File: src/rtl/pacd_regs.svh
`ifndef PACD_REGS_SVH
`define PACD_REGS_SVH
// Word indices; byte address is four times the index
`define PACD_IDX_ID_UPPER 9'h0ea
`define PACD_IDX_ADVERT 9'h0ec
`define PACD_IDX_PARTNER 9'h0ee
`define PACD_IDX_DIAG 9'h0f4
`define PACD_IDX_PORT_CTRL 9'h0f6
`define PACD_IDX_PORT_STAT 9'h0f8
`define PACD_IDX_IRQ_STAT 9'h100
`define PACD_IDX_IRQ_MASK 9'h101
// Field positions
`define PACD_PAUSE_BIT 10
`define PACD_CAP_LSB 5
`define PACD_CAP_MSB 8
`define PACD_SEL_VALUE 5'h01
`define PACD_RES_LSB 13
`define PACD_RES_MSB 14
`define PACD_DIAG_EN_BIT 12
`define PACD_FORCE_BIT 11
`define PACD_LOOP_BIT 9
`define PACD_CNT_MSB 8
// Reset values
`define PACD_CAPS_RST 5'h1f
`define PACD_LP_RST 5'h00
`define PACD_IRQ_RST 2'h0
// Interrupt bits
`define PACD_IRQ_DIAG 0
`define PACD_IRQ_AN 1
`endif

File: src/rtl/pacd_pkg.sv
package pacd_pkg;
  typedef enum logic [1:0] {
    pacd_idle = 2'b00,
    pacd_run = 2'b01
  } pacd_diag_state_t;
  // [4]=pause, [3]=100 full, [2]=100 half, [1]=10 full, [0]=10 half
  typedef logic [4:0] pacd_caps_t;
endpackage : pacd_pkg

File: src/rtl/pacd_regbank.sv
// Notes on behaviour
// [RULE1] Upper PHY identifier is a constant read-only word; writes do nothing.
// [RULE2] Advertisement next-page and remote-fault bits always read zero.
// [RULE3] Advertised pause bit resets to one, shared with port control bit 4.
// [RULE4] Advertised speed/duplex bits reset to one, shared with port control 3..0.
// [RULE5] Advertisement selector reads 0x01; reserved bits read zero.
// [RULE6] Partner pause bit is read-only, resets zero, seen in port status bit 4.
// [RULE7] Partner speed/duplex bits read-only, reset zero, mirrored in port status.
// [RULE8] Partner next-page, acknowledge and remote-fault bits read zero.
// [RULE9] Cable test result code: normal, open, short, failed; resets zero.
// [RULE10] Writing one starts the cable test; hardware clears it when done.
// [RULE11] Software waits for start bit to read zero before using results.
// [RULE12] Force-link bit forces link pass when set; resets zero.
// [RULE13] Near-end loopback bit returns line receive to transmit; resets zero.
// [RULE14] Fault count is nine read-only bits; distance about 0.4 m each.
// [RULE15] Partner fields load on each negotiation completion and hold otherwise.
`timescale 1ns/1ps
`include "pacd_regs.svh"

module pacd_regbank
  import pacd_pkg::*;
#(
  parameter logic [15:0] ID_UPPER = 16'h5a5a, // Arbitrary identity value
  parameter int ADDR_W = 12
) (
  input wire logic pclk,
  input wire logic presetn,
  input wire logic psel,
  input wire logic penable,
  input wire logic pwrite,
  input wire logic [ADDR_W-1:0] paddr,
  input wire logic [31:0] pwdata,
  output logic [31:0] prdata,
  output logic pready,
  output logic pslverr,
  input wire logic an_done,
  input wire logic [15:0] partner_page,
  output logic [15:0] adv_page,
  output logic diag_start,
  input wire logic diag_done,
  input wire logic [1:0] diag_result,
  input wire logic [8:0] diag_count,
  output logic force_link,
  output logic near_loopback,
  output logic irq
);

  logic rdy;
  logic err;
  logic hit;
  logic [15:0] rd_word;
  logic wr_en;
  logic [8:0] idx;
  pacd_caps_t caps;
  pacd_caps_t lp_caps;
  pacd_diag_state_t state;
  logic [1:0] res;
  logic [8:0] cnt;
  logic busy;
  logic [1:0] irq_stat;
  logic [1:0] irq_mask;
  logic [1:0] irq_set;
  logic [15:0] diag_word;

  assign idx = paddr[10:2];
  assign busy = (state == pacd_run);

  // One wait state so read data can come from a flop
  always_ff @(posedge pclk or negedge presetn) begin
    if (!presetn) begin
      rdy <= 1'b0;
    end else begin
      rdy <= psel && penable && !rdy;
    end
  end

  assign pready = rdy;
  // Gated by the decode so an unmapped address, paddr[11] set too, cannot alias a store
  assign wr_en = psel && penable && rdy && pwrite && hit;

  always_comb begin
    hit = 1'b1;
    rd_word = 16'h0000;
    if (paddr[ADDR_W-1:11] != '0) begin
      hit = 1'b0;
    end else begin
      case (idx)
        `PACD_IDX_ID_UPPER: rd_word = ID_UPPER; // RULE1
        `PACD_IDX_ADVERT: rd_word = adv_page;
        `PACD_IDX_PARTNER: begin
          rd_word = 16'h0000; // RULE8
          rd_word[`PACD_PAUSE_BIT] = lp_caps[4]; // RULE6
          rd_word[`PACD_CAP_MSB:`PACD_CAP_LSB] = lp_caps[3:0]; // RULE7
          rd_word[4:0] = `PACD_SEL_VALUE;
        end
        `PACD_IDX_DIAG: rd_word = diag_word;
        `PACD_IDX_PORT_CTRL: rd_word = {11'h000, caps}; // RULE3 RULE4
        `PACD_IDX_PORT_STAT: rd_word = {11'h000, lp_caps}; // RULE6 RULE7
        `PACD_IDX_IRQ_STAT: rd_word = {14'h0000, irq_stat};
        `PACD_IDX_IRQ_MASK: rd_word = {14'h0000, irq_mask};
        default: hit = 1'b0;
      endcase
    end
  end

  // Read data and error are captured in the first access cycle
  always_ff @(posedge pclk or negedge presetn) begin
    if (!presetn) begin
      prdata <= 32'h0000_0000;
      err <= 1'b0;
    end else if (psel && penable && !rdy) begin
      prdata <= pwrite ? 32'h0000_0000 : {16'h0000, rd_word};
      err <= !hit;
    end
  end

  assign pslverr = rdy && err;

  // Advertisement image; fixed fields are wired, not stored
  always_comb begin
    adv_page = 16'h0000; // RULE2
    adv_page[`PACD_PAUSE_BIT] = caps[4]; // RULE3
    adv_page[`PACD_CAP_MSB:`PACD_CAP_LSB] = caps[3:0]; // RULE4
    adv_page[4:0] = `PACD_SEL_VALUE; // RULE5
  end

  // Single store behind both the advertisement and port control views
  always_ff @(posedge pclk or negedge presetn) begin
    if (!presetn) begin
      caps <= `PACD_CAPS_RST;
    end else if (wr_en && idx == `PACD_IDX_ADVERT) begin
      caps <= {pwdata[`PACD_PAUSE_BIT], pwdata[`PACD_CAP_MSB:`PACD_CAP_LSB]}; // RULE3 RULE4
    end else if (wr_en && idx == `PACD_IDX_PORT_CTRL) begin
      caps <= pwdata[4:0]; // RULE3 RULE4
    end
  end

  always_ff @(posedge pclk or negedge presetn) begin
    if (!presetn) begin
      lp_caps <= `PACD_LP_RST;
    end else if (an_done) begin
      lp_caps <= {partner_page[`PACD_PAUSE_BIT],
                  partner_page[`PACD_CAP_MSB:`PACD_CAP_LSB]}; // RULE15
    end
  end

  always_ff @(posedge pclk or negedge presetn) begin
    if (!presetn) begin
      force_link <= 1'b0;
      near_loopback <= 1'b0;
    end else if (wr_en && idx == `PACD_IDX_DIAG) begin
      force_link <= pwdata[`PACD_FORCE_BIT]; // RULE12
      near_loopback <= pwdata[`PACD_LOOP_BIT]; // RULE13
    end
  end

  // Cable test sequencer; a done strobe outside a test is ignored
  always_ff @(posedge pclk or negedge presetn) begin
    if (!presetn) begin
      state <= pacd_idle;
      diag_start <= 1'b0;
    end else begin
      diag_start <= 1'b0;
      case (state)
        pacd_idle: begin
          if (wr_en && idx == `PACD_IDX_DIAG && pwdata[`PACD_DIAG_EN_BIT]) begin
            state <= pacd_run; // RULE10
            diag_start <= 1'b1;
          end
        end
        pacd_run: begin
          if (diag_done) begin
            state <= pacd_idle; // RULE10
          end
        end
        default: state <= pacd_idle;
      endcase
    end
  end

  always_ff @(posedge pclk or negedge presetn) begin
    if (!presetn) begin
      res <= 2'b00;
      cnt <= 9'h000;
    end else if (busy && diag_done) begin
      res <= diag_result; // RULE9
      cnt <= diag_count; // RULE14
    end
  end

  always_comb begin
    diag_word = 16'h0000;
    diag_word[`PACD_RES_MSB:`PACD_RES_LSB] = res; // RULE9
    diag_word[`PACD_DIAG_EN_BIT] = busy; // RULE10
    diag_word[`PACD_FORCE_BIT] = force_link;
    diag_word[`PACD_LOOP_BIT] = near_loopback;
    diag_word[`PACD_CNT_MSB:0] = cnt; // RULE14
  end

  // Sticky events; a set in the clearing cycle survives the clear
  assign irq_set = {an_done, busy && diag_done};

  always_ff @(posedge pclk or negedge presetn) begin
    if (!presetn) begin
      irq_stat <= `PACD_IRQ_RST;
    end else if (wr_en && idx == `PACD_IDX_IRQ_STAT) begin
      irq_stat <= (irq_stat & ~pwdata[1:0]) | irq_set;
    end else begin
      irq_stat <= irq_stat | irq_set;
    end
  end

  always_ff @(posedge pclk or negedge presetn) begin
    if (!presetn) begin
      irq_mask <= `PACD_IRQ_RST;
    end else if (wr_en && idx == `PACD_IDX_IRQ_MASK) begin
      irq_mask <= pwdata[1:0];
    end
  end

  assign irq = |(irq_stat & irq_mask);

  logic rd_done;
  assign rd_done = psel && penable && rdy && !pwrite;
endmodule : pacd_regbank

File: config.mk
export PLATFORM = sky130hd
export DESIGN_NAME = pacd_regbank
export DESIGN_NICKNAME = d
export VERILOG_FILES = /design/src/rtl/pacd_pkg.sv /design/src/rtl/pacd_regbank.sv
export VERILOG_INCLUDE_DIRS = /design/src /design/src/rtl
export SDC_FILE = /design/constraint.sdc
export NUM_CORES = 1
export LEC_CHECK = 0
export BUFFER_PORTS_ARGS = -buffer_cell sky130_fd_sc_hd__buf_4
export CAP_MARGIN = 20
export CORE_AREA = 2 2 85 87
export CTS_CLUSTER_SIZE = 14
export DETAILED_ROUTE_END_ITERATION = 8
export DIE_AREA = 0 0 87 89
export PLACE_DENSITY_LB_ADDON = 0.3
export SKIP_CTS_REPAIR_TIMING = 1
export SYNTH_ARGS = -nofsm -noshare
export SYNTH_HDL_FRONTEND = slang
export SYNTH_SLANG_ARGS = --single-unit
File: constraint.sdc
create_clock -name pclk -period 1.8 [get_ports pclk]
set_input_delay 0.27 -clock pclk [delete_from_list [all_inputs] [get_ports pclk]]
set_output_delay 0.27 -clock pclk [all_outputs]
set_load 0.02 [all_outputs]
==> flow_metrics.py <==
metrics = {
    "grt": {
        "gr-usage-met3_pct": 3.42,
        "gr-total-overflow": 0,
        "antenna_found_initial": 0,
        "met1_usage_pct": 23.7,
        "grt_pass1_vias": 2090,
        "grt.met2_usage_pct": 28.0,
        "grt_pass1_wl_um": 10400,
        "grt_use_total_pct": 17.2,
        "grt_max_degree": 47,
        "busiest_layer": "met2",
    },
    "floorplan": {
        "die_area_sq_um": 7740,
        "core_area_sq_um": 6720,
        "die_y_um": 89,
        "die_x_um": 87,
        "io_pins": 132,
        "initial_core_util_pct": 39.1,
        "rows": 30,
    },
    "detailed_routing": {
        "antenna_left": 0,
        "drc_errors": 0,
        "wirelength_um": 6290,
        "firstDrtPassIters": 4,
        "via_count": 2127,
        "viasPerCell": 5.05,
        "drt_iter0_markers": 59,
        "routedWlPerCell_um": 14.9,
    },
    "worst_setup_path": {
        "cp_cell_sequence": "nand3b_1 > nor4_2 > a31oi_1 > buf_12 > o21ai_0",
        "critPathBufInv": 1,
        "crit_arrival_ps": 1830,
        "reg2reg_depth": 5,
        "crit_family": "simple AND/OR/NAND/NOR gates",
        "slowest_delay_ps": 420,
        "cp_max_fo": 15,
        "cp.required_ps": 2010,
        "cp-start-kind": "flop",
        "crit_type": "flop to flop",
        "cp.depth": 5,
        "endpoint_kind": "flop",
        "crit_slowest_cell": "dfrtp_1",
    },
    "yosys": {
        "syn_inst": 258,
        "syn_avg_cell_area_sq_um": 10.2,
        "ys_seq_area_share_pct": 44.0,
        "synth-seq-cells": 46,
        "yosys_warnings": 0,
        "netlist_area_sq_um": 2630,
        "synth_cell_types": 50,
    },
    "layout": {
        "final_nets": 418,
        "instances_no_fill": 421,
        "fin_util_pct": 50.3,
        "final_common_cell": "buf_4",
        "stdcell_area_sq_um": 3380,
        "final_cell_mix": "buf_4, dfrtp_1, conb_1",
        "drive_gt1_share_pct": 40.8,
        "syn_to_final_growth_pct": 28.5,
        "diodes": 0,
    },
    "sta": {
        "fin_hold_ws_ps": -38.4,
        "hold_viol": 41,
        "fin_crit_ps": 1620,
        "finalSetupViolCount": 0,
        "slew_headroom_pct": 61.7,
        "tightest_slew_ps": 574,
        "rsz0062_at_grt": "false",
        "finClkSkew_ps": 7.08,
        "max_freq_mhz": 618,
        "maxSlewViolCount": 0,
        "fin_crit_sh_pct": 89.9,
    },
    "run": {
        "maxCapViolations": 0,
    },
    "clock_network": {
        "cts_tree": "done",
        "cts_root_buf": "clkbuf_8",
        "cts.sinks": 46,
        "cts-buffers-inserted": 5,
        "clock_path_buffers": 2,
        "cts_htree_levels": 2,
        "cts.clk_slew.worst_paths_ps": 90,
        "clk_latency_ps": 300,
    },
    "pwr": {
        "p_comb_share_pct": 12.2,
        "swShare_pct": 23.3,
        "ir_drop_uv": 438,
        "p_int_mw": 1.75,
        "power.density_nw_per_um2": 677,
        "p_switching_uw": 533,
        "p_leak_nw": 1.54,
        "clockPowerShare_pct": 41.5,
        "power_frac_seq_pct": 46.3,
    },
    "place": {
        "io_buffers": 71,
        "gp_congestion": 0.817,
        "dpl_cell_area_sq_um": 3240,
        "dp.cells": 413,
        "dp_hpwl_um": 4930,
    },
    "status": {
        "status": "complete, but fails checks",
        "violations": "hold timing",
    },
    "hold_path": {
        "hold_class": "input port to asynchronous set/reset pin",
    },
}
[cell usage after synthesis, drive strengths merged]
cell type	number	area share (%)
nor3	15	2.9
or4	1	0.29
conb	2	0.29
mux2i	4	1.5
o21ai	14	2.7
a2bb2oi	2	0.67
o211ai	1	0.29
nand4bb	1	0.43
nand3	4	0.76
nand3b	3	0.86
or3	1	0.24
a221oi	1	0.33
or4b	1	0.52
nor3b	1	0.29
nor2	10	1.4
dfstp	5	5.0
or2	2	0.48
buf	32	9.3
a21o	1	0.29
nor2b	2	0.48
a31oi	1	0.24
and2	1	0.24
a311oi	1	0.33
mux2	26	11
inv	8	1.1
dfrtp	41	39
nand4	1	0.24
a21oi	13	2.5
o31a	1	0.33
nor4b	1	0.57
a22o	2	0.67
nand2	20	3.0
nand2b	3	0.71
a22oi	6	2.7
o211a	1	0.38
o22a	5	1.7
nor4	9	3.0
clkbuf	9	1.3
a2111oi	1	0.33
a32oi	3	1.0
nand4b	2	0.67
[registers in the layout (all words and copies together), names as in the netlist]
| signal | cells |
|---|---|
| prdata | 15 |
| cnt | 9 |
| caps | 5 |
| lp_caps | 5 |
| irq_mask | 2 |
| irq_stat | 2 |
| res | 2 |
| diag_start | 1 |
| err | 1 |
| force_link | 1 |
| near_loopback | 1 |
| pready | 1 |
| state | 1 |
[path summary, 6_finish.rpt]
check / startpoint / slack [ps] / to
max in group asynchronous: presetn / 1450 / prdata[4]
min in group pclk: diag_done / 170 / state[0]
worst min-delay path: presetn / -40 / cnt[2]
worst max register to register: pready / 180 / prdata[3]
worst min register to register: prdata[4] / 490 / prdata[4]
worst max-delay path: pready / 180 / prdata[3]
[layer usage]
metal	vias to the layer above	routed length, um
met3	5	341
met5	-	0
met2	74	3020
met4	0	59
met1	1008	2870
li1	1040	-
[cell families (layout without fill, tap and decap cells)]
kind of cell           Yosys count  after routing  share of synthesized area, %
and+or+nand+nor                 78             78                          16.9
AOI/OAI and AO/OA               53             53                          14.3
buffers and inverters           49            106                          11.8
DFF                             46             46                          44.0
muxes                           30             30                          12.7
other                            2             28                         0.286
[area by class of cell]
cell class,count,area [sq um]
fillers,639,3340
multi-input cells,189,1260
flip-flops and latches,46,1160
repair buffers,90,688
well taps,80,100
clock buffers,6,82.6
clock inverters,2,60.1
inverters,8,30.0
[per-stage QoR]
stage | power (mW) | TNS [ps] | setup slack (ps)
floorplan | 1.26 | 0 | 79.7
global placement | 1.35 | 0 | 1.57
detailed placement | 1.36 | -11.6 | -11.6
CTS | 2.31 | 0 | 170
global route | 2.38 | 0 | 53.0
finish | 2.29 | 0 | 182
[power by group through the flow]
| stage | sequential, mW | clock (mW) | combinational, mW |
|---|---|---|---|
| 6_report | 1.06 | 0.950 | 0.279 |
| 5_1_grt | 1.06 | 1.02 | 0.304 |
| 4_1_cts | 1.06 | 0.973 | 0.280 |
| 3_5_place_dp | 1.08 | 0 | 0.279 |
| 3_3_place_gp | 1.08 | 0 | 0.275 |
| 2_1_floorplan | 1.08 | 0 | 0.186 |
No activity file was read; power rests on OpenSTA's default activity.
